--- src/bessc_pkg.sv ---
// Purpose: Shared constants, types and helpers for the converter start-up and setpoint control.
// Assumes: 125 MHz control clock; voltages carried in microvolts.
// Notes:   Cycle counts derive from the printed times and the clock rate.
package bessc_pkg;

  localparam int unsigned CLK_MHZ         = 125;
  localparam int unsigned SS_US_0         = 500;
  localparam int unsigned SS_US_1         = 770;
  localparam int unsigned SS_US_2         = 1000;
  localparam int unsigned SS_US_3         = 2000;
  localparam int unsigned SS_CYC_0        = SS_US_0 * CLK_MHZ;
  localparam int unsigned SS_CYC_1        = SS_US_1 * CLK_MHZ;
  localparam int unsigned SS_CYC_2        = SS_US_2 * CLK_MHZ;
  localparam int unsigned SS_CYC_3        = SS_US_3 * CLK_MHZ;
  localparam int unsigned SS_CNT_W        = 18;
  localparam int unsigned EN_DELAY_NS     = 1000;
  localparam int unsigned EN_DELAY_CYC    = (EN_DELAY_NS * CLK_MHZ + 999) / 1000;
  localparam int unsigned STRAP_SETTLE_NS = 2000;
  localparam int unsigned STRAP_SETTLE_CYC = (STRAP_SETTLE_NS * CLK_MHZ + 999) / 1000;
  localparam int unsigned NONSYNC_CYCLES  = 6;

  localparam logic [1:0]  RANGE_DEFAULT   = 2'h2;
  localparam logic [1:0]  SS_DEFAULT      = 2'h2;
  localparam logic [1:0]  SLEW_DEFAULT    = 2'h2;
  localparam logic [20:0] VOUT_BASE_UV    = 21'h061a80;
  localparam logic [12:0] STEP_UV_FINE    = 13'h04e2;
  localparam logic [12:0] STEP_UV_MID     = 13'h09c4;
  localparam logic [12:0] STEP_UV_COARSE  = 13'h1388;

  // Strap codes: 00 short low, 01 resistor low, 10 resistor high, 11 short high
  localparam logic [7:0]  VSET_DEF_01     = 8'h50;
  localparam logic [7:0]  VSET_DEF_00     = 8'h46;
  localparam logic [7:0]  VSET_DEF_11     = 8'h5f;
  localparam logic [7:0]  VSET_DEF_10     = 8'h24;
  localparam logic [6:0]  ADDR_01         = 7'h44;
  localparam logic [6:0]  ADDR_00         = 7'h45;
  localparam logic [6:0]  ADDR_11         = 7'h46;
  localparam logic [6:0]  ADDR_10         = 7'h47;
  localparam logic [11:0] FREQ_KHZ_01     = 12'h5dc;
  localparam logic [11:0] FREQ_KHZ_00     = 12'h8ca;
  localparam logic [11:0] FREQ_KHZ_11     = 12'h9c4;
  localparam logic [11:0] FREQ_KHZ_10     = 12'hbb8;

  typedef enum logic [2:0] {
    INIT_HOLD  = 3'b000,
    INIT_REF   = 3'b001,
    INIT_STRAP = 3'b011,
    INIT_LOAD  = 3'b010,
    INIT_READY = 3'b110
  } bessc_init_type;

  typedef enum logic [1:0] {
    CONV_OFF   = 2'b00,
    CONV_DELAY = 2'b01,
    CONV_SS    = 2'b11,
    CONV_RUN   = 2'b10
  } bessc_conv_type;

  typedef enum logic [1:0] {
    STRAP_IDLE = 2'b00,
    STRAP_MSB  = 2'b01,
    STRAP_LSB  = 2'b11,
    STRAP_DONE = 2'b10
  } bessc_strap_type;

  function automatic logic [12:0] step_uv(input logic [1:0] range);
    unique case (range)
      2'h0:    step_uv = STEP_UV_FINE;
      2'h1:    step_uv = STEP_UV_MID;
      default: step_uv = STEP_UV_COARSE;
    endcase
  endfunction

  function automatic logic [20:0] target_of(input logic [7:0] code, input logic [1:0] range);
    target_of = VOUT_BASE_UV + 21'(code * step_uv(range));
  endfunction

  function automatic logic [7:0] vset_default(input logic [1:0] strap);
    unique case (strap)
      2'h0: vset_default = VSET_DEF_00;
      2'h1: vset_default = VSET_DEF_01;
      2'h2: vset_default = VSET_DEF_10;
      2'h3: vset_default = VSET_DEF_11;
    endcase
  endfunction

  function automatic logic [6:0] addr_of(input logic [1:0] strap);
    unique case (strap)
      2'h0: addr_of = ADDR_00;
      2'h1: addr_of = ADDR_01;
      2'h2: addr_of = ADDR_10;
      2'h3: addr_of = ADDR_11;
    endcase
  endfunction

  function automatic logic [11:0] freq_of(input logic [1:0] strap);
    unique case (strap)
      2'h0: freq_of = FREQ_KHZ_00;
      2'h1: freq_of = FREQ_KHZ_01;
      2'h2: freq_of = FREQ_KHZ_10;
      2'h3: freq_of = FREQ_KHZ_11;
    endcase
  endfunction

endpackage

--- src/bessc_strap_decoder.sv ---
// Purpose: Two-step resistor strap reader driving two probe switches.
// Assumes: Strap pin is asynchronous; settle time exceeds synchroniser latency.
// Notes:   A new start restarts the whole read.
`timescale 1ns/1ps
`default_nettype none
module bessc_strap_decoder #(
  parameter int unsigned SETTLE_CYC = bessc_pkg::STRAP_SETTLE_CYC
) (
  input  wire logic       clk,
  input  wire logic       clk_en,
  input  wire logic       reset_n,
  input  wire logic       start,
  input  wire logic       pin_in,
  output logic            probe_first,
  output logic            probe_second,
  output logic [1:0]      code,
  output logic            done
);
  import bessc_pkg::*;

  logic [2:0]       sync_q;
  logic             level_q;
  bessc_strap_type  state_q;
  logic [15:0]      cnt_q;
  logic             settled;

  assign settled = (cnt_q == 16'(SETTLE_CYC - 1));

  always_ff @(posedge clk) begin
    if (!reset_n) begin
      sync_q  <= 3'h0;
      level_q <= 1'b0;
    end else if (clk_en) begin
      sync_q <= {sync_q[1:0], pin_in};
      if (sync_q[1] == sync_q[2]) begin
        level_q <= sync_q[2];
      end
    end
  end

  always_ff @(posedge clk) begin
    if (!reset_n) begin
      state_q      <= STRAP_IDLE;
      cnt_q        <= 16'h0;
      probe_first  <= 1'b0;
      probe_second <= 1'b0;
      code         <= 2'h0;
      done         <= 1'b0;
    end else if (clk_en) begin
      if (start) begin
        state_q      <= STRAP_MSB;
        cnt_q        <= 16'h0;
        probe_first  <= 1'b0;
        probe_second <= 1'b0;
        done         <= 1'b0;
      end else begin
        unique case (state_q)
          STRAP_IDLE, STRAP_DONE: ;
          STRAP_MSB: begin
            cnt_q <= cnt_q + 16'h1;
            if (settled) begin
              code[1]      <= level_q;
              probe_first  <= ~level_q;
              probe_second <= level_q;
              cnt_q        <= 16'h0;
              state_q      <= STRAP_LSB;
            end
          end
          STRAP_LSB: begin
            cnt_q <= cnt_q + 16'h1;
            if (settled) begin
              code[0]      <= level_q;
              probe_first  <= 1'b0;
              probe_second <= 1'b0;
              done         <= 1'b1;
              state_q      <= STRAP_DONE;
            end
          end
        endcase
      end
    end
  end

  property probe_exclusive_p;
    @(posedge clk) disable iff (!reset_n) !(probe_first && probe_second);
  endproperty
  probe_one_a: assert property (probe_exclusive_p) else $error("both probe switches closed");

  msb_open_a: assert property (@(posedge clk) disable iff (!reset_n)
    state_q == STRAP_MSB |-> !probe_first && !probe_second) else $error("probe closed during msb read");

endmodule
`default_nettype wire

--- src/bessc_core.sv ---
// Purpose: Start-up sequencing, enable pin, soft-start and setpoint control of a step-down converter.
// Assumes: Pins pass three-flop synchronisers; register writes come from same-clock logic.
// Notes:   Shadow fields take writes whenever the interface is up; active fields follow them only when allowed.
//
// Functional notes
// Transient non-synchronous mode keeps the low-side switch off for six cycles.
// Enable pin held low until defaults loaded and straps sampled.
// Active fault pulls the enable pin low to stop all stacked converters.
// Standalone bit stops fault pulldown; initialization pulldown stays regardless.
// After init without fault the pulldown releases; pin then enables converter.
// Register interface enabled once initialization ends, independent of enable state.
// Low enable level means shutdown: switches off, control disabled.
// Init order: hold enable, start reference, sample straps, load defaults, release.
// Registers usable with enable high or low; ramp starts after short delay.
// Soft-start field picks 500 us, 770 us, 1 ms default, or 2 ms.
// Soft-start codes 00 to 11 map to durations in ascending order.
// Field writes during soft-start wait; ramp ends at captured setpoint first.
// Setpoint, slew or soft-start writes while disabled apply at next enable.
// Start-up ramp allows discontinuous and pulse-frequency operation despite forced PWM.
// Frequency strap decoded at init to one of four frequencies, then fixed.
// Strap MSB sampled with both probe switches open.
// Strap LSB sampled with probe chosen by MSB; high reads one.
// Range 00 1.25 mV, 01 2.5 mV, 10/11 5 mV steps; default 5 mV.
// New range applies only when the setpoint is written afterwards.
// Output target equals 0.4 V plus setpoint code times step size.
// Voltage strap selects default setpoint code and target address at init.
// Start-up ramps to strap target before any later programmed value; code ramps straight to any setpoint written while disabled.
`timescale 1ns/1ps
`default_nettype none
module bessc_core #(
  parameter int unsigned SS_CYC_0   = bessc_pkg::SS_CYC_0,
  parameter int unsigned SS_CYC_1   = bessc_pkg::SS_CYC_1,
  parameter int unsigned SS_CYC_2   = bessc_pkg::SS_CYC_2,
  parameter int unsigned SS_CYC_3   = bessc_pkg::SS_CYC_3,
  parameter int unsigned SETTLE_CYC = bessc_pkg::STRAP_SETTLE_CYC
) (
  input  wire logic        clk,
  input  wire logic        clk_en,
  input  wire logic        reset_n,
  input  wire logic        supply_ok_pin,
  input  wire logic        ref_ready_pin,
  input  wire logic        thermal_fault_pin,
  input  wire logic        ovlo_fault_pin,
  input  wire logic        load_release_pin,
  input  wire logic        en_pin_in,
  output logic             en_pin_out,
  output logic             en_pin_oe_n,
  output logic             ref_enable,
  output logic             nvm_load_req,
  input  wire logic        nvm_load_done,
  input  wire logic        voltage_strap_pin,
  output logic             voltage_probe_first,
  output logic             voltage_probe_second,
  input  wire logic        frequency_strap_pin,
  output logic             frequency_probe_first,
  output logic             frequency_probe_second,
  input  wire logic        standalone_bit,
  input  wire logic        fpwm_bit,
  input  wire logic        nonsync_enable,
  input  wire logic        sw_cycle_tick,
  input  wire logic        wr_setpoint,
  input  wire logic [7:0]  wr_setpoint_data,
  input  wire logic        wr_range,
  input  wire logic [1:0]  wr_range_data,
  input  wire logic        wr_softstart,
  input  wire logic [1:0]  wr_softstart_data,
  input  wire logic        wr_slew,
  input  wire logic [1:0]  wr_slew_data,
  output logic             i2c_enable,
  output logic [6:0]       i2c_target_addr,
  output logic [1:0]       freq_code,
  output logic [11:0]      freq_khz,
  output logic [7:0]       setpoint_code_field,
  output logic [1:0]       range_select_field,
  output logic [1:0]       softstart_time_field,
  output logic [1:0]       slew_rate_field,
  output logic [7:0]       active_setpoint,
  output logic [1:0]       active_range,
  output logic [1:0]       active_slew,
  output logic [20:0]      target_uv,
  output logic             converter_on,
  output logic             softstart_active,
  output logic             pfm_allowed,
  output logic             low_side_off
);
  import bessc_pkg::*;

  localparam int unsigned NSYNC = 6;

  // Pin synchronisers and filtered levels
  logic [NSYNC-1:0] sync1_q;
  logic [NSYNC-1:0] sync2_q;
  logic [NSYNC-1:0] sync3_q;
  logic [NSYNC-1:0] filt_q;
  logic [NSYNC-1:0] filt_d;
  logic             supply_ok;
  logic             ref_ready;
  logic             fault;
  logic             en_level;
  logic             release_rise;

  bessc_init_type   init_q;
  bessc_conv_type   conv_q;
  logic             strap_start_q;
  logic             vs_done;
  logic             fs_done;
  logic [1:0]       vs_code;
  logic [1:0]       fs_code;
  logic [1:0]       range_applied_q;
  logic [1:0]       active_ss_q;
  logic [SS_CNT_W-1:0] cnt_q;
  logic             run_ok;
  logic             init_done;
  logic [2:0]       ns_cnt_q;

  function automatic logic [SS_CNT_W-1:0] ss_len(input logic [1:0] sel);
    unique case (sel)
      2'h0: ss_len = SS_CNT_W'(SS_CYC_0);
      2'h1: ss_len = SS_CNT_W'(SS_CYC_1);
      2'h2: ss_len = SS_CNT_W'(SS_CYC_2);
      2'h3: ss_len = SS_CNT_W'(SS_CYC_3);
    endcase
  endfunction

  always_comb begin
    filt_d = filt_q;
    for (int i = 0; i < NSYNC; i++) begin
      if (sync2_q[i] == sync3_q[i]) begin
        filt_d[i] = sync3_q[i];
      end
    end
  end

  assign supply_ok    = filt_q[0];
  assign ref_ready    = filt_q[1];
  assign fault        = filt_q[2] | filt_q[3];
  assign en_level     = filt_q[4];
  assign release_rise = filt_d[5] & ~filt_q[5];
  assign init_done    = (init_q == INIT_READY);
  assign run_ok       = init_done & en_level & ~fault;

  always_ff @(posedge clk) begin
    if (!reset_n) begin
      sync1_q <= '0;
      sync2_q <= '0;
      sync3_q <= '0;
      filt_q  <= '0;
    end else if (clk_en) begin
      sync1_q <= {load_release_pin, en_pin_in, ovlo_fault_pin, thermal_fault_pin, ref_ready_pin, supply_ok_pin};
      sync2_q <= sync1_q;
      sync3_q <= sync2_q;
      filt_q  <= filt_d;
    end
  end

  bessc_strap_decoder #(
    .SETTLE_CYC (SETTLE_CYC)
  ) u_vstrap (
    .clk          (clk),
    .clk_en       (clk_en),
    .reset_n      (reset_n),
    .start        (strap_start_q),
    .pin_in       (voltage_strap_pin),
    .probe_first  (voltage_probe_first),
    .probe_second (voltage_probe_second),
    .code         (vs_code),
    .done         (vs_done)
  );

  bessc_strap_decoder #(
    .SETTLE_CYC (SETTLE_CYC)
  ) u_fstrap (
    .clk          (clk),
    .clk_en       (clk_en),
    .reset_n      (reset_n),
    .start        (strap_start_q),
    .pin_in       (frequency_strap_pin),
    .probe_first  (frequency_probe_first),
    .probe_second (frequency_probe_second),
    .code         (fs_code),
    .done         (fs_done)
  );

  // Power-up sequence; supply loss restarts it
  always_ff @(posedge clk) begin
    if (!reset_n) begin
      init_q          <= INIT_HOLD;
      ref_enable      <= 1'b0;
      strap_start_q   <= 1'b0;
      nvm_load_req    <= 1'b0;
      i2c_enable      <= 1'b0;
      i2c_target_addr <= 7'h0;
      freq_code       <= 2'h0;
      freq_khz        <= 12'h0;
    end else if (clk_en) begin
      strap_start_q <= 1'b0;
      if (!supply_ok) begin
        init_q       <= INIT_HOLD;
        ref_enable   <= 1'b0;
        nvm_load_req <= 1'b0;
        i2c_enable   <= 1'b0;
      end else begin
        unique case (init_q)
          INIT_HOLD: begin
            ref_enable <= 1'b1;
            init_q     <= INIT_REF;
          end
          INIT_REF: begin
            if (ref_ready) begin
              strap_start_q <= 1'b1;
              init_q        <= INIT_STRAP;
            end
          end
          INIT_STRAP: begin
            if (vs_done && fs_done && !strap_start_q) begin
              freq_code       <= fs_code;
              freq_khz        <= freq_of(fs_code);
              i2c_target_addr <= addr_of(vs_code);
              nvm_load_req    <= 1'b1;
              init_q          <= INIT_LOAD;
            end
          end
          INIT_LOAD: begin
            if (nvm_load_done) begin
              nvm_load_req <= 1'b0;
              i2c_enable   <= 1'b1;
              init_q       <= INIT_READY;
            end
          end
          INIT_READY: ;
          default: init_q <= INIT_HOLD;
        endcase
      end
    end
  end

  // Enable pin: pulled low through init, and on fault unless standalone
  always_ff @(posedge clk) begin
    if (!reset_n) begin
      en_pin_out  <= 1'b0;
      en_pin_oe_n <= 1'b0;
    end else if (clk_en) begin
      en_pin_out  <= 1'b0;
      en_pin_oe_n <= init_done && !(fault && !standalone_bit);
    end
  end

  // Shadow fields, writable whenever the interface is up
  always_ff @(posedge clk) begin
    if (!reset_n) begin
      setpoint_code_field  <= 8'h0;
      range_select_field   <= RANGE_DEFAULT;
      softstart_time_field <= SS_DEFAULT;
      slew_rate_field      <= SLEW_DEFAULT;
      range_applied_q      <= RANGE_DEFAULT;
    end else if (clk_en) begin
      if (init_q == INIT_LOAD && nvm_load_done) begin
        setpoint_code_field  <= vset_default(vs_code);
        range_select_field   <= RANGE_DEFAULT;
        softstart_time_field <= SS_DEFAULT;
        slew_rate_field      <= SLEW_DEFAULT;
        range_applied_q      <= RANGE_DEFAULT;
      end else if (i2c_enable) begin
        if (wr_setpoint) begin
          setpoint_code_field <= wr_setpoint_data;
          range_applied_q     <= wr_range ? wr_range_data : range_select_field;
        end
        if (wr_range) begin
          range_select_field <= wr_range_data;
        end
        if (wr_softstart) begin
          softstart_time_field <= wr_softstart_data;
        end
        if (wr_slew) begin
          slew_rate_field <= wr_slew_data;
        end
      end
    end
  end

  // Converter sequence: off, enable delay, soft-start, regulate
  always_ff @(posedge clk) begin
    if (!reset_n) begin
      conv_q <= CONV_OFF;
      cnt_q  <= '0;
    end else if (clk_en) begin
      if (!run_ok) begin
        conv_q <= CONV_OFF;
        cnt_q  <= '0;
      end else begin
        unique case (conv_q)
          CONV_OFF: begin
            conv_q <= CONV_DELAY;
            cnt_q  <= '0;
          end
          CONV_DELAY: begin
            cnt_q <= cnt_q + 1'b1;
            if (cnt_q == SS_CNT_W'(EN_DELAY_CYC - 1)) begin
              conv_q <= CONV_SS;
              cnt_q  <= '0;
            end
          end
          CONV_SS: begin
            cnt_q <= cnt_q + 1'b1;
            if (cnt_q == ss_len(active_ss_q) - 1'b1) begin
              conv_q <= CONV_RUN;
              cnt_q  <= '0;
            end
          end
          CONV_RUN: ;
        endcase
      end
    end
  end

  // Active fields: captured at ramp start, frozen during ramp, live while running
  always_ff @(posedge clk) begin
    if (!reset_n) begin
      active_setpoint <= 8'h0;
      active_range    <= RANGE_DEFAULT;
      active_slew     <= SLEW_DEFAULT;
      active_ss_q     <= SS_DEFAULT;
    end else if (clk_en) begin
      if (conv_q == CONV_OFF || conv_q == CONV_DELAY || conv_q == CONV_RUN) begin
        active_setpoint <= setpoint_code_field;
        active_range    <= range_applied_q;
        active_slew     <= slew_rate_field;
        active_ss_q     <= softstart_time_field;
      end
    end
  end

  always_ff @(posedge clk) begin
    if (!reset_n) begin
      target_uv        <= VOUT_BASE_UV;
      converter_on     <= 1'b0;
      softstart_active <= 1'b0;
      pfm_allowed      <= 1'b0;
    end else if (clk_en) begin
      target_uv        <= target_of(active_setpoint, active_range);
      converter_on     <= run_ok && (conv_q == CONV_SS || conv_q == CONV_RUN);
      softstart_active <= run_ok && conv_q == CONV_SS;
      pfm_allowed      <= (conv_q == CONV_SS) || !fpwm_bit;
    end
  end

  // Load-release low-side blanking for a fixed count of switching cycles
  always_ff @(posedge clk) begin
    if (!reset_n) begin
      low_side_off <= 1'b0;
      ns_cnt_q     <= 3'h0;
    end else if (clk_en) begin
      if (!run_ok) begin
        low_side_off <= 1'b0;
        ns_cnt_q     <= 3'h0;
      end else if (release_rise && nonsync_enable && conv_q == CONV_RUN) begin
        low_side_off <= 1'b1;
        ns_cnt_q     <= 3'h0;
      end else if (low_side_off && sw_cycle_tick) begin
        ns_cnt_q <= ns_cnt_q + 3'h1;
        if (ns_cnt_q == 3'(NONSYNC_CYCLES - 1)) begin
          low_side_off <= 1'b0;
        end
      end
    end
  end

  init_hold_a: assert property (@(posedge clk) disable iff (!reset_n)
    clk_en && !init_done |=> !en_pin_oe_n) else $error("enable released before init done");

  fault_pull_a: assert property (@(posedge clk) disable iff (!reset_n)
    clk_en && fault && !standalone_bit |=> !en_pin_oe_n) else $error("fault did not pull enable low");

  standalone_free_a: assert property (@(posedge clk) disable iff (!reset_n)
    clk_en && init_done && standalone_bit |=> en_pin_oe_n) else $error("standalone pulldown active");

  iface_up_a: assert property (@(posedge clk) disable iff (!reset_n)
    i2c_enable |-> init_q == INIT_READY) else $error("interface up before init done");

  shutdown_off_a: assert property (@(posedge clk) disable iff (!reset_n)
    clk_en && !en_level |=> !converter_on && conv_q == CONV_OFF) else $error("converter on while disabled");

  ramp_hold_a: assert property (@(posedge clk) disable iff (!reset_n)
    conv_q == CONV_SS && $past(conv_q) == CONV_SS |-> $stable(active_setpoint) && $stable(active_range))
    else $error("setpoint changed during soft-start");

  target_calc_a: assert property (@(posedge clk) disable iff (!reset_n)
    clk_en |=> target_uv == 21'(VOUT_BASE_UV + $past(active_setpoint) * step_uv($past(active_range))))
    else $error("target voltage mismatch");

  ramp_pfm_a: assert property (@(posedge clk) disable iff (!reset_n)
    clk_en && conv_q == CONV_SS |=> pfm_allowed) else $error("pfm blocked during ramp");

  nonsync_len_a: assert property (@(posedge clk) disable iff (!reset_n)
    low_side_off |-> ns_cnt_q < 3'(NONSYNC_CYCLES)) else $error("low-side blanking too long");

  freq_fixed_a: assert property (@(posedge clk) disable iff (!reset_n)
    init_done && $past(init_done) |-> $stable(freq_khz)) else $error("frequency changed after init");

endmodule
`default_nettype wire

--- config.mk ---
export PLATFORM = sky130hd
export DESIGN_NAME = bessc_core
export DESIGN_NICKNAME = d
export VERILOG_FILES = /design/src/bessc_pkg.sv /design/src/bessc_strap_decoder.sv /design/src/bessc_core.sv
export SDC_FILE = /design/constraint.sdc
export NUM_CORES = 1
export LEC_CHECK = 0
export ABC_AREA = 1
export BUFFER_PORTS_ARGS = -buffer_cell sky130_fd_sc_hd__clkbuf_2
export CORE_ASPECT_RATIO = 0.5
export CORE_UTILIZATION = 40
export DETAILED_ROUTE_END_ITERATION = 6
export PLACE_DENSITY = 0.59
export SYNTH_ARGS = -nofsm -noshare
export SYNTH_HDL_FRONTEND = slang
export SYNTH_HIERARCHICAL = 1
export SYNTH_SLANG_ARGS = --single-unit
--- constraint.sdc ---
create_clock -name clk -period 6.3 [get_ports clk]
set_input_delay 1.26 -clock clk [delete_from_list [all_inputs] [get_ports clk]]
set_output_delay 1.26 -clock clk [all_outputs]
set_load 0.005 [all_outputs]
After elaboration in Yosys (flattened, before gate mapping)

Cells that the tools add are included.

Register bits: 185
Logic and storage cells: 278
Output and inout port bits: 81

Bitwise logic cells: 9
Eq/ne operators: 51
Add/sub/neg operators: 6
Reduce and logical (&&, ||, !) cells: 65
Multiplexer cells: 93
Multiply operators: 1

Operators with widths:

| kind                                                             | number |
|---|---|
| 18-bit two-way mux                                               | 7 |
| 18-bit one-hot mux with 4 select lines                           | 1 |
| 16-bit two-way mux                                               | 4 |
| 16-bit one-hot mux with 2 select lines                           | 2 |
| 18-bit one-hot mux with 3 select lines                           | 1 |
| 12-bit one-hot mux with 4 select lines                           | 1 |
| 2-bit two-way mux                                                | 21 |
| 4-bit AND reduction                                              | 9 |
| 16-bit by 1-bit adder with 16-bit output, second input constant  | 2 |
| 16-bit by 8-bit == test with 1-bit output, second input constant | 2 |
| 1-bit two-way mux                                                | 32 |
| 8-bit one-hot mux with 4 select lines                            | 1 |
| 7-bit one-hot mux with 4 select lines                            | 1 |
| 2-bit AND reduction                                              | 14 |
| 13-bit two-way mux                                               | 2 |
| 13-bit one-hot mux with 2 select lines                           | 1 |
| 8-bit two-way mux                                                | 3 |
| 19-bit by 21-bit adder with 21-bit output, first input constant  | 1 |
| 8-bit by 13-bit multiplier with 21-bit output                    | 1 |
| 3-bit two-way mux                                                | 7 |
| 3-bit AND reduction                                              | 7 |
| 2-bit == test, second input constant                             | 10 |
| 18-bit by 1-bit adder with 18-bit output, second input constant  | 1 |
| 18-bit == test                                                   | 1 |
| other kinds (29)                                                 | 93 |

Depth between registers and ports, before layout

Gate-level depths: netlist of the first run.

Word-level depth: 11
Mapped depth: 25

Cells and area by module

The synthesis of the first run kept the hierarchy.

Modules (own cells, without submodules):

| module                          | area an instance (µm²) | instances | seq. area each (µm²) | cells an instance |
|---|---|---|---|---|
| bessc_core                      | 8,729.6                | 1         | 2,462.4              | 1,201 |
| bessc_strap_decoder at u_vstrap | 1,451.4                | 1         | 540.5                | 208 |
| bessc_strap_decoder at u_fstrap | 1,437.6                | 1         | 540.5                | 216 |

Worst setup path before layout of the first run

OpenSTA, ideal clock, no wires.

Path type: register to register
Start point: register active_range[1]
End point: register target_uv[20]
Stages on the path, launching flop included: 23
Slack: 1.747 ns
Arrival time: 4.440 ns
Path buffers: 1
Setup time: 0.113 ns
Cells stage by stage: dfxtp_1 -> clkbuf_1 -> inv_1 -> nand2_1 -> nor2_1 -> inv_1 -> ha_1 -> ha_1 -> or2_2 -> fa_1 -> fa_1 -> inv_1 -> fa_1 -> inv_1 -> ha_1 -> a21oi_1 -> or2_2 -> nand3_1 -> nand3_1 -> nand3_1 -> nand2_1 -> o21ai_1 -> inv_1

Cells in the longest elaborated chain, start to end: 6
Elaborated cells on any way between the ends: 7

RTL lines:

| what                                                                          | RTL line          | text |
|---|---|---|
| start, declared                                                               | bessc_core.sv:78  | `output logic [1:0] active_range,` |
| start signal, assigned                                                        | bessc_core.sv:326 | `active_range <= range_applied_q;` |
| 2-bit by 1-bit == test with 1-bit output or 2-bit logical NOT (tied branches) | bessc_pkg.sv:67   | `unique case (range)` |
| 13-bit one-hot mux with 2 select lines *                                      | bessc_pkg.sv:67   |  |
| 13-bit two-way mux *                                                          | bessc_core.sv:339 | `end else if (clk_en) begin` |
| 13-bit two-way mux *                                                          | bessc_core.sv:334 | `if (!reset_n) begin` |
| 8-bit by 13-bit multiplier with 21-bit output *                               | bessc_pkg.sv:75   | `target_of = VOUT_BASE_UV + 21'(code * step_uv(range));` |
| 19-bit by 21-bit adder with 21-bit output *                                   | bessc_pkg.sv:75   |  |
| end signal, assigned                                                          | bessc_core.sv:340 | `target_uv <= target_of(active_setpoint, active_range);` |
| end, declared                                                                 | bessc_core.sv:80  | `output logic [20:0] target_uv,` |

Mark *: on every way between the ends. The rest lies on a longest branch, timed or not. The select of a mux whose other input is x is not followed.
A chain may end at the register's enable or synchronous reset.

Worst setup path after layout of the first run

Start point: register active_range[1]
End point: register target_uv[13]

The elaborated chain is that of the path after synthesis.

==> impl_metrics.env, run 1 <==
export IMPL_status="finished, final reports clean"
export IMPL_worstHoldStart="active_slew[1]"
export IMPL_synth_seq_area_share_pct=30.50
export IMPL_place_congestion=0.9253
export IMPL_hold_end="active_slew[1]"
export IMPL_viasPerCell=4.836
export IMPL_pwr_share_seq_pct=41.5
export IMPL_skew_ps=10.47
export IMPL_clockBufferDepth=2
export IMPL_vias=10170
export IMPL_setup_worst_path_end_class="register"
export IMPL_grt_usage_pct=20.57
export IMPL_synth_cell_type_count=52
export IMPL_worstPathArrival_ps=5570
export IMPL_rsz0062_at_grt="false"
export IMPL_clk_pin_slew_ps=70
export IMPL_antenna_found_initial=1
export IMPL_netlist_area_um2=11620
export IMPL_first_pass_iters=6
export IMPL_yosys_most_used_dff="dfxtp_1"
export IMPL_avgSynthCellArea_um2=7.150
export IMPL_cts_setup_buffers=0
export IMPL_cpLargestDelayFamily="adder cells"
export IMPL_max_freq_ghz=0.1913
export IMPL_fin_util_pct=46.26
export IMPL_grt_overflow=0
export IMPL_cts_tree="yes"
export IMPL_cpMaxStageDelayCell="fa_1"
export IMPL_drt_total_wl_mm=29.89
export IMPL_path_buf_inv=5
export IMPL_start_util_pct=41.29
export IMPL_nFillCells=2861
export IMPL_finalSetupViolations=0
export IMPL_cts_max_level=4
export IMPL_power_density_nw_per_um2=219.8
export IMPL_tightest_slew_ps=992.8
export IMPL_numPortBuffers=108
export IMPL_maxCapViolations=0
export IMPL_cp_required_ps=6640
export IMPL_dr_first_iter_drc_count=695
export IMPL_worstPathCellList="nor2_1 > clkinv_1 > nor2_1 > fa_1 > fa_1 > inv_1 > fa_1 > fa_1 > inv_1 > ha_1 > inv_1 > o31ai_1 > a21oi_1 > xnor2_1 > o21ai_0 > inv_1"
export IMPL_crit_reg2reg_launch="active_range[1]"
export IMPL_ff_latch_area_um2=3543
export IMPL_multiInputGateArea_um2=6813
export IMPL_std_cell_rows=43
export IMPL_period_minus_slack_ps=5228
export IMPL_r2r_slack_ps=1070
export IMPL_syn_inst=1625
export IMPL_power_frac_comb_pct=18.6
export IMPL_p_leak_nw=6.140
export IMPL_ant_nets=0
export IMPL_fin_tns_setup_ps=0
export IMPL_slowest_delay_ps=550
export IMPL_hold_violations=0
export IMPL_cp_max_fo=18
export IMPL_ir_worst_vdd_uv=185.3
export IMPL_cts_root_buffer="clkbuf_16"
export IMPL_finalNetCount=1871
export IMPL_grt_first_pass_wirelength_mm=48.26
export IMPL_holdBufCountCts=0
export IMPL_core_region_area_um2=28140
export IMPL_setup_worst_path_start="active_range[1]"
export IMPL_timing_rr_end="target_uv[13]"
export IMPL_crit_type="reg -> reg"
export IMPL_die_area_um2=29770
export IMPL_cts_buffers=17
export IMPL_die_h_um=122.5
export IMPL_r2r_cells=16
export IMPL_cts_resized_gates=0
export IMPL_clk_latency_ps=440
export IMPL_power_share_clock_pct=39.9
export IMPL_slew_violations=0
export IMPL_yosysWarnings=6
export IMPL_area_growth_syn_to_layout_pct=12.03
export IMPL_synth_edf_count=0
export IMPL_min_path_cells=2
export IMPL_sw_frac_of_total_pct=29.83
export IMPL_intPower_w=0.002008
export IMPL_fin_crit_sh_pct=82.99
export IMPL_grt_max_degree=71
export IMPL_clock_sinks=177
export IMPL_cp_start_kind="register"
export IMPL_wl_per_cell_um=14.21
export IMPL_dp_hpwl_mm=23.01
export IMPL_die_w_um=243.0
export IMPL_hold_class="reg -> reg"
export IMPL_ys_async_sr_fraction_pct=0
export IMPL_grt_pass1_vias=9270
export IMPL_drive_above_1_share_pct=11.92
export IMPL_drcViolationCount=0
export IMPL_pin_count=115
export IMPL_power_switching_w=0.0008534
export IMPL_ys_seq_elements=177
export IMPL_slew_headroom_pct=33.72
==> logic make-up (layout without fill, tap and decap cells) <==
group	count (synthesis)	count (layout)	share of synthesized area, %
simple gates	718	718	27.09
compound gates	262	262	12.34
buf+inv	316	406	11.03
other cells	1	7	0.03228
flops	177	177	30.50
fa+ha+maj	130	130	17.42
xor+xnor	21	21	1.583
==> how the worst max path moves through the flow <==
stage	end	slack, ps	cells after the start
global route	target_uv[13]	560	17
floorplan	target_uv[20]	1750	22
CTS	target_uv[13]	1100	16
detailed placement	target_uv[13]	1120	17
global placement	target_uv[20]	1230	19
finish	target_uv[13]	1070	16
==> cell usage after synthesis (all sizes together), types with 2 or more instances <==
| master | number | area share [%] |
|---|---|---|
| nor2 | 269 | 9.6 |
| o22ai | 5 | 0.27 |
| nor3b | 2 | 0.13 |
| o211ai | 6 | 0.39 |
| fa | 53 | 9.1 |
| or2 | 3 | 0.16 |
| nor3 | 20 | 0.99 |
| o31ai | 3 | 0.19 |
| a211oi | 5 | 0.32 |
| xor2 | 18 | 1.4 |
| a221oi | 2 | 0.15 |
| o21ai | 120 | 5.4 |
| clkbuf | 25 | 0.82 |
| nand4 | 22 | 1.2 |
| inv | 259 | 8.4 |
| xnor2 | 3 | 0.23 |
| a21o | 3 | 0.19 |
| dfxtp | 177 | 30 |
| nand3 | 102 | 4.8 |
| a31oi | 7 | 0.43 |
| o21bai | 5 | 0.32 |
| buf | 29 | 1.7 |
| nor2b | 2 | 0.11 |
| a21oi | 103 | 4.5 |
| clkinv | 3 | 0.11 |
| nand2 | 297 | 10 |
| ha | 77 | 8.3 |
==> placed cells by master, fill, tap and decap left out, types with 9 or more instances in the layout <==
cell	Yosys	final
nand2_1	283	283
nor2_1	249	249
inv_1	249	248
dfxtp_1	177	177
o21ai_0	110	110
clkbuf_2	1	107
a21oi_1	102	102
nand3_1	96	96
ha_1	77	77
fa_1	53	53
nand4_1	22	22
xor2_1	18	18
nor3_1	17	17
clkbuf_16	0	17
nor2_2	13	13
inv_2	10	10
nand2_2	9	9
==> flip-flops by register name, summed over array words and instances (netlist names), 8 cells and up <==
signal,count
u_vstrap/cnt_q,16
freq_khz,9
cnt_q,18
u_fstrap/cnt_q,16
setpoint_code_field,8
active_setpoint,8
target_uv,20
==> metrics by stage <==
step | std cells | worst slack [ps] | hold slack [ps] | total power [W] | area (um2)
floorplan | 1630 | 1747 | 435.9 | 0.001584 | 11640
global placement | 2070 | 1234 | 446.1 | 0.001742 | 12390
detailed placement | 2070 | 1117 | 443.6 | 0.001741 | 12390
CTS | 2102 | 1100 | 460.6 | 0.002887 | 13010
global route | 2103 | 556.3 | 481.2 | 0.003019 | 13020
finish | 2103 | 1072 | 456.8 | 0.002861 | 13020
==> power groups by stage <==
stage,Sequential [W],Clock (W),Combinational [W]
finish,0.00119,0.00114,0.000531
global route,0.00119,0.00122,0.000607
CTS,0.00119,0.00117,0.000532
detailed placement,0.00121,0,0.000528
global placement,0.00121,0,0.000529
floorplan,0.00121,0,0.000378
==> worst reg2reg max path, delay by kind of cell, from the launching register on <==
family	cells	cell delay [ps]
adders and majority gates	5	2340
DFF	1	500
xor gates and xnor gates	1	160
buffers and inverters	5	600
and+or+nand+nor	2	740
AOI/OAI and AO/OA	3	780
==> per-layer routing <==
metal | GRT usage [%] | vias up | share of wire (%)
li1 | - | 5310 | -
met1 | 28.81 | 4632 | 49
met2 | 32.68 | 209 | 46
met3 | 3.302 | 20 | 4.1
met4 | 6.093 | 0 | 1.2
met5 | 0 | - | 0
==> cell type report <==
class                   count  share of cell area, %
diodes                      1                0.01923
clock buffers              23                  3.672
clock inverters             9                  1.105
inverters                 262                  7.565
multi-input cells        1137                  52.34
flip-flops and latches    177                  27.22
well taps                 382                  3.672
repair buffers            112                  4.403
Power figures use the tool's default switching activity.
==> run 2, diff against run 1 <==
--- a/config.mk
+++ b/config.mk
@@ -5,12 +5,12 @@
 export SDC_FILE = /design/constraint.sdc
 export NUM_CORES = 1
 export LEC_CHECK = 0
-export ABC_AREA = 1
+export ABC_AREA = 0
 export BUFFER_PORTS_ARGS = -buffer_cell sky130_fd_sc_hd__clkbuf_2
 export CORE_ASPECT_RATIO = 0.5
 export CORE_UTILIZATION = 40
 export DETAILED_ROUTE_END_ITERATION = 6
-export PLACE_DENSITY = 0.59
+export PLACE_DENSITY = 0.61
 export SYNTH_ARGS = -nofsm -noshare
 export SYNTH_HDL_FRONTEND = slang
 export SYNTH_HIERARCHICAL = 1
==> constraint.sdc (replaced) <==
create_clock -name clk -period 4.21 [get_ports clk]
set_input_delay 0.842 -clock clk [delete_from_list [all_inputs] [get_ports clk]]
set_output_delay 0.842 -clock clk [all_outputs]
set_load 0.005 [all_outputs]
==> impl_metrics.env, run 2 <==
export IMPL_status="complete, but fails checks"
export IMPL_violations="setup timing"
export IMPL_place_congestion=0.8805
export IMPL_drive_above_1_share_pct=22.17
export IMPL_pwr_share_seq_pct=48.8
export IMPL_holdWs_ps=460.4
export IMPL_sw_frac_of_total_pct=25.42
export IMPL_start_util_pct=41.26
export IMPL_grt_overflow=0
export IMPL_fin_util_pct=49.92
export IMPL_highest_layer="met4"
export IMPL_largest_reg_flops=20
export IMPL_synthXorXnorAreaFrac_pct=3.010
export IMPL_cp_start_kind="register"
export IMPL_timing_rr_end="target_uv[13]"
export IMPL_clockBufferDepth=2
export IMPL_synth_simple_area_share_pct=20.93
export IMPL_first_pass_iters=5
export IMPL_ff_latch_area_um2=3553
export IMPL_avgSynthCellArea_um2=8.559
export IMPL_clk_pin_slew_ps=70
export IMPL_grt_pass1_vias=9329
export IMPL_cp_required_ps=4540
export IMPL_min_path_cells=2
export IMPL_diodes=0
export IMPL_die_area_um2=28350
export IMPL_fin_area_um2=13380
export IMPL_hold_end="freq_khz[10]"
export IMPL_grt_usage_pct=20.55
export IMPL_cts_buffers=17
export IMPL_path_buf_inv=8
export IMPL_syn_inst=1292
export IMPL_p_leak_nw=5.856
export IMPL_power_frac_comb_pct=4.2
export IMPL_wl_met3_mm=1.103
export IMPL_holdBufCountCts=0
export IMPL_clock_sinks=177
export IMPL_ant_nets=0
export IMPL_synth_cell_type_count=73
export IMPL_fin_crit_sh_pct=105.4
export IMPL_synth_top_area_cell="dfxtp_1"
export IMPL_slew_headroom_pct=18.96
export IMPL_intPower_w=0.002591
export IMPL_multiInputGateArea_um2=6999
export IMPL_regMostFlops="target_uv"
export IMPL_clk_latency_ps=450
export IMPL_power_share_clock_pct=47.0
export IMPL_dr_wl_met2_mm=14.39
export IMPL_cts_root_buffer="clkbuf_16"
export IMPL_synth_top_area_share_pct=32.04
export IMPL_worstPathArrival_ps=4770
export IMPL_crit_reg2reg_launch="active_range[1]"
export IMPL_netlist_area_um2=11060
export IMPL_cpLargestDelayFamily="adder cells"
export IMPL_synth_area_leaders="dfxtp_1 (32%), fa_1 (9.6%), ha_1 (8.7%)"
export IMPL_dp_hpwl_mm=21.25
export IMPL_area_growth_syn_to_layout_pct=20.98
export IMPL_crit_type="reg -> reg"
export IMPL_placed_cell_area_um2=12480
export IMPL_tightest_slew_ps=1216
export IMPL_r2r_slack_ps=-230
export IMPL_ys_async_sr_fraction_pct=0
export IMPL_yosys_most_used_dff="dfxtp_1"
export IMPL_nFillCells=2529
export IMPL_synth_most_common_cell="dfxtp_1"
export IMPL_rsz0062_at_grt="true"
export IMPL_max_freq_ghz=0.2253
export IMPL_synth_compound_area_share_pct=14.73
export IMPL_cp_common_cell="fa_1"
export IMPL_drcViolationCount=0
export IMPL_placedCellCount=1770
export IMPL_cts_max_level=4
export IMPL_slew_violations=0
export IMPL_die_w_um=237.1
export IMPL_finalNetCount=1617
export IMPL_r2r_cells=20
export IMPL_synthMuxAreaShare_pct=3.530
export IMPL_final_cells=1818
export IMPL_synth_edf_count=0
export IMPL_antenna_found_initial=0
export IMPL_maxCapViolations=0
export IMPL_power_density_nw_per_um2=259.6
export IMPL_skew_ps=13.20
export IMPL_ys_seq_elements=177
export IMPL_yosys_top_cells_count="dfxtp_1 (177), inv_1 (126), nand2_1 (121)"
export IMPL_cp_max_fo=8
export IMPL_die_h_um=119.6
export IMPL_ir_worst_vdd_uv=255.2
export IMPL_layout_common_cells="dfxtp_1 (173), nand2_1 (117), nor2_1 (116)"
export IMPL_top_regs="target_uv x20, cnt_q x18"
export IMPL_vias=9764
export IMPL_dr_first_iter_drc_count=373
export IMPL_drt_total_wl_mm=28.56
export IMPL_worstHoldStart="freq_khz[10]"
export IMPL_power_switching_w=0.0008829
export IMPL_wl_per_cell_um=15.71
export IMPL_final_common_cell="dfxtp_1"
export IMPL_core_region_area_um2=26800
export IMPL_hold_violations=0
export IMPL_grt_first_pass_wirelength_mm=46.88
export IMPL_cts_tree="yes"
export IMPL_grt_max_degree=81
export IMPL_synth_top_family_by_area="simple AND/OR/NAND/NOR gates"
export IMPL_period_minus_slack_ps=4439
export IMPL_yosysWarnings=6
export IMPL_setup_worst_path_end_class="register"
export IMPL_fin_ws_ps=-228.9
export IMPL_drt_met1_wl_mm=12.55
export IMPL_slowest_delay_ps=540
export IMPL_worstPathCellList="buf_6 > buf_6 > nand2_4 > inv_4 > fa_1 > inv_2 > fa_1 > inv_2 > fa_1 > inv_1 > fa_1 > inv_2 > ha_4 > a21o_1 > a21oi_2 > buf_4 > a31oi_1 > nor2_1 > xor2_1 > o21ai_1"
export IMPL_hold_class="reg -> reg"
export IMPL_pin_count=115
export IMPL_synth_fa_ha_area_share_pct=18.31
export IMPL_synth_seq_area_share_pct=32.04
export IMPL_viasPerCell=5.371
export IMPL_numPortBuffers=108
export IMPL_std_cell_rows=42
export IMPL_finalSetupViolations=11
export IMPL_cpMaxStageDelayCell="fa_1"
run 2: cell types whose count changed after synthesis, sizes merged, moves of 15 or more:
cell	change
mux2i	+39
o21ai	-68
nand2	-176
clkbuf	+18
or4	+15
or3	+16
nor2b	+24
inv	-132
nand3	-58
a21oi	-19
nor2	-148
run 2: worst register-to-register path, stage by stage, from the launching register on:
cell and delay [ps]:
dfxtp_4 390, buf_6 150, buf_6 120, nand2_4 70, inv_4 40, fa_1 520, inv_2 50, fa_1 510
inv_2 40, fa_1 540, inv_1 50, fa_1 490, inv_2 50, ha_4 260, a21o_1 200, a21oi_2 190
buf_4 150, a31oi_1 80, nor2_1 150, xor2_1 200, o21ai_1 80
run 2: kinds of logic (layout without fill, tap and decap cells):
group,after synthesis,in the layout
compound gates,251,251
xor+xnor,38,38
fa+ha+maj,130,130
buf+inv,194,363
flops,177,177
mux,39,39
other cells,1,6
simple gates,462,462
run 2: per-layer routing:
| metal | global-route usage [%] | vias up |
|---|---|---|
| li1 | - | 4769 |
| met1 | 26.01 | 4772 |
| met2 | 35.66 | 192 |
| met3 | 3.957 | 31 |
| met4 | 5.968 | 0 |
| met5 | 0 | - |
run 2: timing repair:
action                     in CTS  in global routing
setup endpoints to repair      13                 13
setup buffers                  13                  3
gates resized for setup        37                 15
cloned                          0                  0
pin swaps                      15                 30
run 2: cell type report:
class / count / share of cell area [%]
Clock buffer: 17 / 3.180
Clock inverter: 15 / 1.412
Inverter: 127 / 3.582
Multi-Input combinational cell: 926 / 52.32
Sequential cell: 177 / 26.56
Tap cell: 352 / 3.292
Timing Repair Buffer: 204 / 9.652
run 2: power by group through the flow:
| stage | registers (W) | clock network [W] | logic, W |
|---|---|---|---|
| finish | 0.00169 | 0.00163 | 0.000145 |
| global route | 0.00170 | 0.00175 | 0.000159 |
| CTS | 0.00169 | 0.00167 | 0.000145 |
| detailed placement | 0.00174 | 0 | 0.000139 |
| global placement | 0.00173 | 0 | 0.000135 |
| floorplan | 0.00173 | 0 | 0.0000964 |
run 2: worst max path at each step:
stage,slack [ps],cells after the start,endpoint,start
after CTS,-170,18,target_uv[19],active_range[1]
final,-230,20,target_uv[13],active_range[1]
after global placement,-220,18,target_uv[19],active_range[1]
after global routing,-390,20,target_uv[13],active_range[1]
after floorplan,-40,18,target_uv[17],active_range[1]
after detailed placement,-280,19,target_uv[20],active_range[1]
run 2: metrics by stage:
step / TNS [ps] / total power (W) / setup slack [ps]
2_1_floorplan: -80.74 / 0.001828 / -40.80
3_3_place_gp: -1798 / 0.001870 / -222.2
3_5_place_dp: -2220 / 0.001874 / -279.9
4_1_cts: -950.1 / 0.003513 / -167.8
5_1_grt: -3473 / 0.003607 / -389.4
6_report: -1519 / 0.003474 / -228.9
==> run 3, diff against run 2 <==
--- a/config.mk
+++ b/config.mk
@@ -7,9 +7,11 @@
 export LEC_CHECK = 0
 export ABC_AREA = 0
 export BUFFER_PORTS_ARGS = -buffer_cell sky130_fd_sc_hd__clkbuf_2
+export CAP_MARGIN = 0
 export CORE_ASPECT_RATIO = 0.5
 export CORE_UTILIZATION = 40
 export DETAILED_ROUTE_END_ITERATION = 6
+export MAX_ROUTING_LAYER = met4
 export PLACE_DENSITY = 0.61
 export SYNTH_ARGS = -nofsm -noshare
 export SYNTH_HDL_FRONTEND = slang
==> impl_metrics.env, run 3 (same netlist as run 2, synthesis figures left out) <==
export IMPL_status="complete, but fails checks"
export IMPL_violations="setup timing"
export IMPL_ant_nets=0
export IMPL_min_path_cells=2
export IMPL_finalNetCount=1616
export IMPL_layout_common_cells="dfxtp_1 (173), nand2_1 (118), nor2_1 (116)"
export IMPL_skew_ps=8.121
export IMPL_crit_reg2reg_launch="active_range[1]"
export IMPL_die_h_um=119.6
export IMPL_cp_start_kind="register"
export IMPL_final_common_cell="dfxtp_1"
export IMPL_hold_class="reg -> reg"
export IMPL_largest_reg_flops=20
export IMPL_worstHoldStart="active_slew[0]"
export IMPL_maxCapViolations=0
export IMPL_viasPerCell=5.296
export IMPL_clk_latency_ps=450
export IMPL_area_growth_syn_to_layout_pct=21.32
export IMPL_grt_overflow=0
export IMPL_drcViolationCount=0
export IMPL_power_density_nw_per_um2=266.8
export IMPL_start_util_pct=41.26
export IMPL_first_pass_iters=5
export IMPL_max_freq_ghz=0.2271
export IMPL_r2r_slack_ps=-190
export IMPL_grt_max_degree=83
export IMPL_clock_sinks=177
export IMPL_dp_hpwl_mm=21.44
export IMPL_grt_usage_pct=21.06
export IMPL_drt_total_wl_mm=28.54
export IMPL_finalSetupViolations=9
export IMPL_numPortBuffers=108
export IMPL_final_cells=1817
export IMPL_diodes=0
export IMPL_dr_wl_met2_mm=14.22
export IMPL_tightest_slew_ps=1183
export IMPL_wl_met3_um=773
export IMPL_worstPathArrival_ps=4730
export IMPL_hold_violations=0
export IMPL_cp_required_ps=4530
export IMPL_highest_layer="met4"
export IMPL_grt_pass1_vias=9352
export IMPL_nFillCells=2580
export IMPL_cts_root_buffer="clkbuf_16"
export IMPL_std_cell_rows=42
export IMPL_ir_worst_vdd_uv=252.0
export IMPL_fin_tns_setup_ps=-1188
export IMPL_antenna_found_initial=0
export IMPL_rsz0062_at_grt="true"
export IMPL_timing_rr_end="target_uv[20]"
export IMPL_p_leak_nw=5.862
export IMPL_clk_pin_slew_ps=70
export IMPL_grt_first_pass_wirelength_mm=46.75
export IMPL_die_area_um2=28350
export IMPL_regMostFlops="target_uv"
export IMPL_hold_end="active_slew[0]"
export IMPL_drive_above_1_share_pct=22.46
export IMPL_cts_buffers=17
export IMPL_vias=9623
export IMPL_fin_crit_sh_pct=104.6
export IMPL_place_congestion=0.8925
export IMPL_r2r_cells=18
export IMPL_period_minus_slack_ps=4403
export IMPL_core_region_area_um2=26800
export IMPL_cts_max_level=4
export IMPL_slew_violations=0
export IMPL_crit_type="reg -> reg"
export IMPL_cp_max_fo=6
export IMPL_cts_tree="yes"
export IMPL_top_regs="target_uv x20, cnt_q x18"
export IMPL_placedCellCount=1775
export IMPL_slew_headroom_pct=21.12
export IMPL_die_w_um=237.1
export IMPL_pin_count=115
export IMPL_setup_worst_path_end_class="register"
export IMPL_holdWs_ps=460.4
export IMPL_drt_met1_wl_mm=13.07
export IMPL_holdBufCountCts=0
export IMPL_fin_ws_ps=-193.4
export IMPL_clockBufferDepth=2
export IMPL_dr_first_iter_drc_count=541
export IMPL_wl_per_cell_um=15.71
run 3: final cells by class:
cell class | instances | area, um2 | area share, %
Multi-Input combinational cell | 926 | 7015 | 52.29
Sequential cell | 177 | 3553 | 26.49
Timing Repair Buffer | 203 | 1284 | 9.569
Inverter | 127 | 479.2 | 3.572
Tap cell | 352 | 440.4 | 3.283
Clock buffer | 17 | 425.4 | 3.171
Clock inverter | 15 | 217.7 | 1.623
run 3: per-layer routing:
| layer | global-route usage, % | vias up |
|---|---|---|
| li1 | - | 4757 |
| met1 | 26.48 | 4695 |
| met2 | 35.35 | 140 |
| met3 | 3.543 | 31 |
| met4 | 5.363 | 0 |
| met5 | - | - |
run 3: worst max-delay path by stage:
stage / start / endpoint / slack [ps] / depth (start not counted)
after floorplan: active_range[1] / target_uv[17] / -40 / 18
after global placement: active_range[1] / target_uv[19] / -210 / 18
after detailed placement: active_range[1] / target_uv[20] / -270 / 19
after CTS: active_range[1] / target_uv[20] / -170 / 18
after global routing: active_range[1] / target_uv[20] / -360 / 18
final: active_range[1] / target_uv[20] / -190 / 18
run 3: where the power goes:
part / leakage (nW) / switching (W) / internal, W
clock: 0.308 / 0.000773 / 0.000968
combinational: 4.12 / 0.0000948 / 0.0000499
sequential: 1.43 / 0.0000102 / 0.00168
total: 5.86 / 0.000878 / 0.00270
run 3: repair_timing:
item | 4_1_cts | 5_1_grt
pin swaps | 24 | 10
endpoints found under the setup margin | 13 | 13
setup buffers | 5 | 5
gates resized for setup | 49 | 12
run 3: per-stage QoR:
stage / instance area [um2] / setup WS [ps] / total power (W) / utilization (%)
final: 13420 / -193.4 / 0.003580 / 50.06
after global placement: 12520 / -206.7 / 0.001870 / 46.70
after global routing: 13420 / -357.2 / 0.003711 / 50.06
after floorplan: 11260 / -40.80 / 0.001828 / -
after CTS: 13350 / -173.3 / 0.003609 / 49.81
after detailed placement: 12520 / -267.7 / 0.001874 / 46.70
run 3: worst max-delay path, stage by stage, from the launching register on:
cell	delay (ps)
dfxtp_4	380
buf_8	150
nor2_4	140
nor2b_2	70
fa_1	530
inv_1	60
fa_1	490
inv_2	50
fa_1	540
inv_2	40
fa_2	560
inv_2	40
ha_4	160
a2111oi_4	340
o21ai_2	140
a21oi_2	230
a21oi_2	80
xnor2_1	170
o22ai_1	90
